--- src/rtl/pec_pkg.sv ---
/*
  Package for the second extended control and status register block.
  Holds the register address, field positions, reset values, and the MDIO
  frame constants. Assumes a single 100 MHz clock domain for all users.
*/
package pec_pkg;
  // ****************************************************************
  // Register map
  // ****************************************************************
  localparam logic [4:0] PEC_REG_ADDR = 5'h13;   // Extended control two
  localparam logic [15:0] PEC_RESET_LOW = 16'h0001; // Bits 13:0 default
  localparam logic [15:0] PEC_RW_MASK = 16'h1BFF;  // Writable bits
  localparam int PEC_BIT_NODE = 15;   // Node or repeater strap
  localparam int PEC_BIT_SWPRI = 14;  // Hardware or software priority
  localparam int PEC_BIT_RFLT = 13;   // Remote fault mirror
  localparam int PEC_BIT_FLOAT = 7;   // Line driver float enable
  localparam int PEC_BIT_APD = 0;     // Automatic 100M power down

  // ****************************************************************
  // MDIO frame constants
  // ****************************************************************
  localparam logic [1:0] PEC_ST = 2'h1;      // Start of frame
  localparam logic [1:0] PEC_OP_RD = 2'h2;   // Read opcode
  localparam logic [1:0] PEC_OP_WR = 2'h1;   // Write opcode
  localparam logic [5:0] PEC_PRE_MIN = 6'h20; // Preamble ones needed
  localparam logic [5:0] PEC_HDR_BITS = 6'h0E; // ST..REGAD bits
  localparam logic [5:0] PEC_TA_BITS = 6'h02;  // Turnaround bits
  localparam logic [5:0] PEC_DAT_BITS = 6'h10; // Data bits

  // Control outputs travelling together to the line interface
  typedef struct packed {
    logic line_driver_float_enable; // Transmit drivers float
    logic tx100_power_down;         // 100M transceiver off
    logic heartbeat_test;           // Collision heartbeat enabled
    logic crs_on_tx;                // Carrier sense on transmit too
    logic sw_priority;              // Register bits govern config
  } pec_ctrl_s;
endpackage

--- src/rtl/pec_ext_ctrl2.sv ---
/*
  Second extended control and status register, reached by an MDIO slave.
  Assumes MDC is much slower than clk; MDC and MDIO pass synchronisers.
*/
// Summary of operation
// Management writes reserved bits with defaults
// Bit 15 reports node or repeater
// Bits 15,14 reset to sampled straps
// Node mode: heartbeat on, carrier sense both
// Bit 14 reports hardware or software priority
// Bit 13 mirrors partner remote fault
// Bit 7 floats both transmit outputs
// Bit 0 with 10M powers down 100M
// Bit 0 clear: no automatic power down
// Isolate also powers down 100M transceiver
// Reserved bits reset zero, bit 10 read-only
// Speed indicator high at 100M
// Active low reset restores defaults
// MDIO frames at address 0x13, 16 bits
`timescale 1ns/1ps
`default_nettype none
module pec_ext_ctrl2 #(
  parameter logic [4:0] PHY_ADDR = 5'h00  // Station address, plain default
) (
  input wire logic clk,
  input wire logic rst_n,
  input wire logic node_repeater_strap,
  input wire logic sw_priority_strap,
  input wire logic partner_remote_fault,
  input wire logic speed_100,
  input wire logic isolate,
  input wire logic mdc,
  input wire logic mdio_in,
  output logic mdio_out,
  output logic mdio_oe,
  output logic speed_ind,
  output logic line_tx_pos,
  output logic line_tx_neg,
  output logic line_tx_pos_oe,
  output logic line_tx_neg_oe,
  input wire logic tx_pos_data,
  input wire logic tx_neg_data,
  output var pec_pkg::pec_ctrl_s ctrl
);

  // ****************************************************************
  // Pin synchronisers
  // ****************************************************************
  logic [2:0] mdc_s_r;  // MDC sampling chain
  logic [2:0] mdi_s_r;  // MDIO sampling chain
  logic mdc_lvl_r;      // Accepted MDC level
  logic mdi_lvl_r;      // Accepted MDIO level

  // Three stages; a change counts when stages two and three agree
  always_ff @(posedge clk) begin
    if (!rst_n) begin
      mdc_s_r <= 3'h0;
      mdi_s_r <= 3'h7; // Idle line level, so no false zero after reset
      mdc_lvl_r <= 1'b0;
      mdi_lvl_r <= 1'b1;
    end else begin
      mdc_s_r <= {mdc_s_r[1:0], mdc};
      mdi_s_r <= {mdi_s_r[1:0], mdio_in};
      if (mdc_s_r[1] == mdc_s_r[2]) begin
        mdc_lvl_r <= mdc_s_r[2];
      end
      if (mdi_s_r[1] == mdi_s_r[2]) begin
        mdi_lvl_r <= mdi_s_r[2];
      end
    end
  end

  logic mdc_rise;
  logic mdc_fall;
  assign mdc_rise = (mdc_s_r[1] == mdc_s_r[2]) && mdc_s_r[2] && !mdc_lvl_r;
  assign mdc_fall = (mdc_s_r[1] == mdc_s_r[2]) && !mdc_s_r[2] && mdc_lvl_r;

  // ****************************************************************
  // Register storage
  // ****************************************************************
  logic node_r;   // Strapped node or repeater
  logic swpri_r;  // Strapped priority
  logic [13:0] low_r; // Bits 13:0; bit 13 is status, rebuilt on read
  logic strap_done_r; // Straps caught after release
  logic wr_pulse;
  logic [15:0] wr_data_r;
  logic [15:0] rd_word;

  // Straps are caught on the first clock after reset is released
  always_ff @(posedge clk) begin
    if (!rst_n) begin
      strap_done_r <= 1'b0;
      node_r <= 1'b0;
      swpri_r <= 1'b1;
    end else if (!strap_done_r) begin
      strap_done_r <= 1'b1;
      node_r <= node_repeater_strap;
      swpri_r <= sw_priority_strap;
    end
  end

  // Writable bits; reserved ones reset to zero and bit 10 is kept
  always_ff @(posedge clk) begin
    if (!rst_n) begin
      low_r <= pec_pkg::PEC_RESET_LOW[13:0];
    end else if (wr_pulse) begin
      // Software is trusted to write reserved defaults back
      low_r <= (wr_data_r[13:0] & pec_pkg::PEC_RW_MASK[13:0]) |
               (low_r & ~pec_pkg::PEC_RW_MASK[13:0]);
    end
  end

  // Read word: bit 13 tracks its source live, bits 15:14 hold the caught straps
  always_comb begin
    rd_word = {node_r, swpri_r, partner_remote_fault, low_r[12:0]};
  end

  // ****************************************************************
  // MDIO slave
  // ****************************************************************
  typedef enum {PEC_IDLE, PEC_HDR, PEC_TA, PEC_RDAT, PEC_WDAT} pec_st_e;
  pec_st_e st_r;
  logic [5:0] cnt_r;      // Bit counter within a phase
  logic [13:0] hdr_r;     // ST, OP, PHYAD, REGAD
  logic [15:0] sh_r;      // Read shift register
  logic hit;
  logic [1:0] op_fld;
  assign op_fld = hdr_r[11:10];
  assign hit = (hdr_r[13:12] == pec_pkg::PEC_ST) &&
               (hdr_r[9:5] == PHY_ADDR) &&
               (hdr_r[4:0] == pec_pkg::PEC_REG_ADDR);

  // Frame sequencer, sampling on MDC rise and driving on MDC fall
  always_ff @(posedge clk) begin
    if (!rst_n) begin
      st_r <= PEC_IDLE;
      cnt_r <= 6'h00;
      hdr_r <= 14'h0000;
      wr_data_r <= 16'h0000;
      sh_r <= 16'h0000;
      mdio_out <= 1'b0;
      mdio_oe <= 1'b0;
      wr_pulse <= 1'b0;
    end else begin
      wr_pulse <= 1'b0;
      case (st_r)
        PEC_IDLE: begin
          // Count preamble ones, then wait for the first zero of ST
          if (mdc_rise) begin
            if (mdi_lvl_r) begin
              if (cnt_r != pec_pkg::PEC_PRE_MIN) begin
                cnt_r <= cnt_r + 6'h01;
              end
            end else if (cnt_r == pec_pkg::PEC_PRE_MIN) begin
              hdr_r <= 14'h0000;
              cnt_r <= 6'h01;
              st_r <= PEC_HDR;
            end else begin
              cnt_r <= 6'h00;
            end
          end
        end
        PEC_HDR: begin
          if (mdc_rise) begin
            hdr_r <= {hdr_r[12:0], mdi_lvl_r};
            cnt_r <= cnt_r + 6'h01;
            if (cnt_r == pec_pkg::PEC_HDR_BITS - 6'h01) begin
              cnt_r <= 6'h00;
              st_r <= PEC_TA;
            end
          end
        end
        PEC_TA: begin
          // Frames for other addresses are ignored, line left released
          if (!hit) begin
            st_r <= PEC_IDLE;
            cnt_r <= 6'h00;
          end else if (op_fld == pec_pkg::PEC_OP_RD) begin
            sh_r <= rd_word;
            if (mdc_fall) begin
              cnt_r <= cnt_r + 6'h01;
              if (cnt_r == pec_pkg::PEC_TA_BITS - 6'h01) begin
                // Second turnaround bit driven low
                mdio_oe <= 1'b1;
                mdio_out <= 1'b0;
                cnt_r <= 6'h00;
                st_r <= PEC_RDAT;
              end
            end
          end else if (op_fld == pec_pkg::PEC_OP_WR) begin
            if (mdc_rise) begin
              cnt_r <= cnt_r + 6'h01;
              if (cnt_r == pec_pkg::PEC_TA_BITS - 6'h01) begin
                cnt_r <= 6'h00;
                st_r <= PEC_WDAT;
              end
            end
          end else begin
            st_r <= PEC_IDLE;
            cnt_r <= 6'h00;
          end
        end
        PEC_RDAT: begin
          // Most significant bit first; line released after bit 0
          if (mdc_fall) begin
            if (cnt_r == pec_pkg::PEC_DAT_BITS) begin
              mdio_oe <= 1'b0;
              mdio_out <= 1'b0;
              cnt_r <= 6'h00;
              st_r <= PEC_IDLE;
            end else begin
              mdio_out <= sh_r[15];
              sh_r <= {sh_r[14:0], 1'b0};
              cnt_r <= cnt_r + 6'h01;
            end
          end
        end
        PEC_WDAT: begin
          if (mdc_rise) begin
            wr_data_r <= {wr_data_r[14:0], mdi_lvl_r};
            cnt_r <= cnt_r + 6'h01;
            if (cnt_r == pec_pkg::PEC_DAT_BITS - 6'h01) begin
              wr_pulse <= 1'b1;
              cnt_r <= 6'h00;
              st_r <= PEC_IDLE;
            end
          end
        end
        default: begin
          st_r <= PEC_IDLE;
          cnt_r <= 6'h00;
        end
      endcase
    end
  end

  // ****************************************************************
  // Control outputs
  // ****************************************************************
  // Registered so the line interface never sees a glitch
  always_ff @(posedge clk) begin
    if (!rst_n) begin
      ctrl <= '0;
      speed_ind <= 1'b0;
    end else begin
      ctrl.line_driver_float_enable <= low_r[pec_pkg::PEC_BIT_FLOAT];
      // Auto power down only at 10M; isolate forces it
      ctrl.tx100_power_down <= (low_r[pec_pkg::PEC_BIT_APD] && !speed_100)
                               || isolate;
      ctrl.heartbeat_test <= !node_r;
      ctrl.crs_on_tx <= !node_r;
      ctrl.sw_priority <= swpri_r;
      speed_ind <= speed_100;
    end
  end

  // Transmit pair drivers; enables drop while floated
  always_ff @(posedge clk) begin
    if (!rst_n) begin
      line_tx_pos <= 1'b0;
      line_tx_neg <= 1'b0;
    end else begin
      line_tx_pos <= tx_pos_data;
      line_tx_neg <= tx_neg_data;
    end
  end
  assign line_tx_pos_oe = !ctrl.line_driver_float_enable;
  assign line_tx_neg_oe = !ctrl.line_driver_float_enable;
endmodule
`default_nettype wire

--- config.mk ---
export PLATFORM = sky130hd
export DESIGN_NAME = pec_ext_ctrl2
export DESIGN_NICKNAME = d
export VERILOG_FILES = /design/src/rtl/pec_pkg.sv /design/src/rtl/pec_ext_ctrl2.sv
export SDC_FILE = /design/constraint.sdc
export NUM_CORES = 1
export LEC_CHECK = 0
export ABC_CLOCK_PERIOD_IN_PS = 2800
export BUFFER_PORTS_ARGS = -buffer_cell sky130_fd_sc_hd__buf_2
export CAP_MARGIN = 15
export CORE_UTILIZATION = 60
export DETAILED_ROUTE_END_ITERATION = 16
export PLACE_DENSITY = 0.83
export SYNTH_ARGS = -nofsm -noshare
export SYNTH_HDL_FRONTEND = slang
export SYNTH_SLANG_ARGS = --single-unit
--- constraint.sdc ---
create_clock -name clk -period 2.8 [get_ports clk]
set_clock_uncertainty 0.2 [all_clocks]
set_input_delay 0.28 -clock clk [delete_from_list [all_inputs] [get_ports clk]]
set_output_delay 0.28 -clock clk [all_outputs]
set_load 0.05 [all_outputs]
==> reports/metrics.cfg <==
[synthesis]
syn_avg_cell_area_um2=8.73
synth_fp_nets=435
synthCells=419
synth-seq-area-share=0.465
yosys.area.top_type=dfxtp_1
synth_flop_cell=dfxtp_1
ys_top_cells_by_count=85 x dfxtp_1, 79 x nand2_1, 45 x nor2_1, 37 x a21oi_1, 24 x nand3_1
syn_area_mm2=0.00366
yosys_register_bits=85
yosysWarnings=0
synth_edf_count=0
synth_cell_type_count=59
synth_most_common_cell=dfxtp_1
ys_async_sr_fraction=0
synth_top_area_share=0.465
synth.area.top_cells=dfxtp_1 47%, nand2_1 8.1%, a21oi_1 5.1%, mux2i_1 4.7%, nor2_1 4.6%

[cts]
cts_root_buf=clkbuf_8
h-tree-depth=3
cts_buffers=9
clock_sinks=85
cts_tree=done
hold_buffers=9
clockBufferDepth=2
insertion_delay_ps=370
ctsResizeCount=0
postCtsSetupBuffers=0
path_clk_slew_ps=90

[outcome]
status=completed

[drt]
vias=2989
drt_iter0_drc=270
drt-pass1-iter-count=5
ant_nets=0
route.detailed.drc=0
wl_per_cell_um=14.3
wirelength_mm=7.38
detail_route.vias_per_cell=5.78

[critical_path]
crit_type=reg -> reg
cp_max_fo=30
reg2reg_slack_ps=280
crit_family=simple AND/OR/NAND/NOR gates
cp.required_ps=2870
cp-end-kind=flop
crit_slowest_cell=dfxtp_1
startpoint=st_r[1]
crit_path_frequent_cell=nor2_1
cp-start-kind=flop
r2r_start=st_r[1]
path_buf_inv=1
arrival_ps=2600
critPathMaxStageDelay_ps=620
path_cells=nor3b_1 -> nand4_1 -> nor2_1 -> a2bb2oi_2 -> buf_4 -> nor2_1 -> a311oi_1

[timing]
setup_slack_ps=277
period_share=0.901
maxSlewHeadroom=0.331
setup_viol=0
finalSetupTns_ps=0
tightest_slew_ps=1000
drv_slew=0
rsz0062_at_grt=no
period_minus_slack_ps=2520
hold_viol=0
max_freq_ghz=0.396

[layout]
drive_gt1_frac=0.138
fin_cells=517
syn_to_final_growth_pct=10.2
nets=453
antenna_cells=0

[run]
maxCapViolCount=0

[placed_design]
io_buffer_count=22
pre_cts_ws_ps=396
gp_congestion=0.893
placed_cells=492
dp_hpwl_mm=4.72

[floorplanning]
die_x_um=80.1
core_area_mm2=0.00589
die_area_mm2=0.00641
ios=23
initial_core_util=0.622
die_h_um=80.1
fp-row-count=28

[pwr]
seqPwrFrac=0.562
p_sw_frac=0.266
leakagePower_nw=1.39
p_switching_mw=0.584
p_per_area_mw_per_mm2=544
ir_drop_mv=0.341
finalPower_mw=2.20
pwr-share-comb=0.049
p_int_mw=1.61
power.clock.fraction=0.389

[global_route]
grt_max_degree=71
grt_pass1_vias=2601
antenna_found_initial=0
grt.total_usage=0.239
grt_pass1_wl_mm=11.8
grt_overflow=0

[hold_path]
worstHoldStart=rst_n
min_path_type=in -> reg

==> worst paths after layout <==
kind                   to  depth (start not counted)
max              sh_r[14]                          7
min          strap_done_r                          1
max reg2reg      sh_r[14]                          7
min reg2reg    mdi_s_r[1]                          1
==> worst register-to-register path: stages (launching register included) <==
cell,delay [ps]
dfxtp_1,620
nor3b_1,360
nand4_1,180
nor2_1,290
a2bb2oi_2,160
buf_4,290
nor2_1,80
a311oi_1,260
==> cells by family after synthesis <==
| family | Yosys count | share of synthesized area |
|---|---|---|
| AND/OR/NAND/NOR | 192 | 0.262 |
| flip-flops | 85 | 0.465 |
| AO/OA/AOI/OAI | 83 | 0.154 |
| buffers and inverters | 36 | 0.0527 |
| multiplexers | 17 | 0.0465 |
| adder cells (fa/ha/maj) | 5 | 0.0171 |
| XOR/XNOR | 1 | 0.00239 |
==> through the flow <==
stage          cell area, um^2  hold slack, ps  utilization
2_1_floorplan             3660             108            -
3_3_place_gp              3740             189        0.636
3_5_place_dp              3740             199        0.636
4_1_cts                   4030            22.6        0.685
5_1_grt                   4030            38.8        0.685
6_report                  4030            31.1        0.685
==> cells in the final DEF (no fill, tap or decap), types with 4 or more instances in the layout <==
| cell type | n |
|---|---|
| dfxtp_1 | 85 |
| nand2_1 | 79 |
| nor2_1 | 45 |
| a21oi_1 | 37 |
| nand3_1 | 24 |
| buf_2 | 22 |
| mux2i_1 | 17 |
| a311oi_1 | 14 |
| and2_1 | 10 |
| clkbuf_8 | 9 |
| dlygate4sd3_1 | 9 |
| o21ai_0 | 8 |
| inv_1 | 7 |
| ha_1 | 5 |
| a31oi_1 | 4 |
| nand2b_1 | 4 |
| inv_6 | 4 |
==> final cells by class <==
| type | instances | area, um^2 |
|---|---|---|
| Sequential cell | 85 | 1700 |
| Multi-Input combinational cell | 298 | 1760 |
| Fill cell | 457 | 1850 |
| Inverter | 8 | 30.0 |
| Timing Repair Buffer | 35 | 243 |
| Clock buffer | 9 | 124 |
| Tap cell | 75 | 93.8 |
| Clock inverter | 7 | 76.3 |
==> registers in the layout (all words and copies together) (netlist names), 3 cells and up <==
register	count
low_r	12
hdr_r	14
mdi_s_r	3
st_r	3
sh_r	16
wr_data_r	13
cnt_r	6
mdc_s_r	3
ctrl	4
==> metal layers <==
| layer | up-vias | global-route usage | part of all wire |
|---|---|---|---|
| met5 | - | 0 | 0 |
| met4 | 0 | 0.0857 | 0.016 |
| met3 | 10 | 0.0670 | 0.048 |
| met2 | 83 | 0.372 | 0.46 |
| met1 | 1396 | 0.315 | 0.47 |
| li1 | 1500 | - | - |
==> power by group through the flow <==
stage	Sequential, mW	Clock [mW]	Combinational (mW)
6_report	1.23	0.854	0.108
5_1_grt	1.24	0.915	0.116
4_1_cts	1.23	0.866	0.107
3_5_place_dp	1.26	0	0.0972
3_3_place_gp	1.26	0	0.0948
2_1_floorplan	1.28	0	0.0503
(Power assumes the default switching activity.)
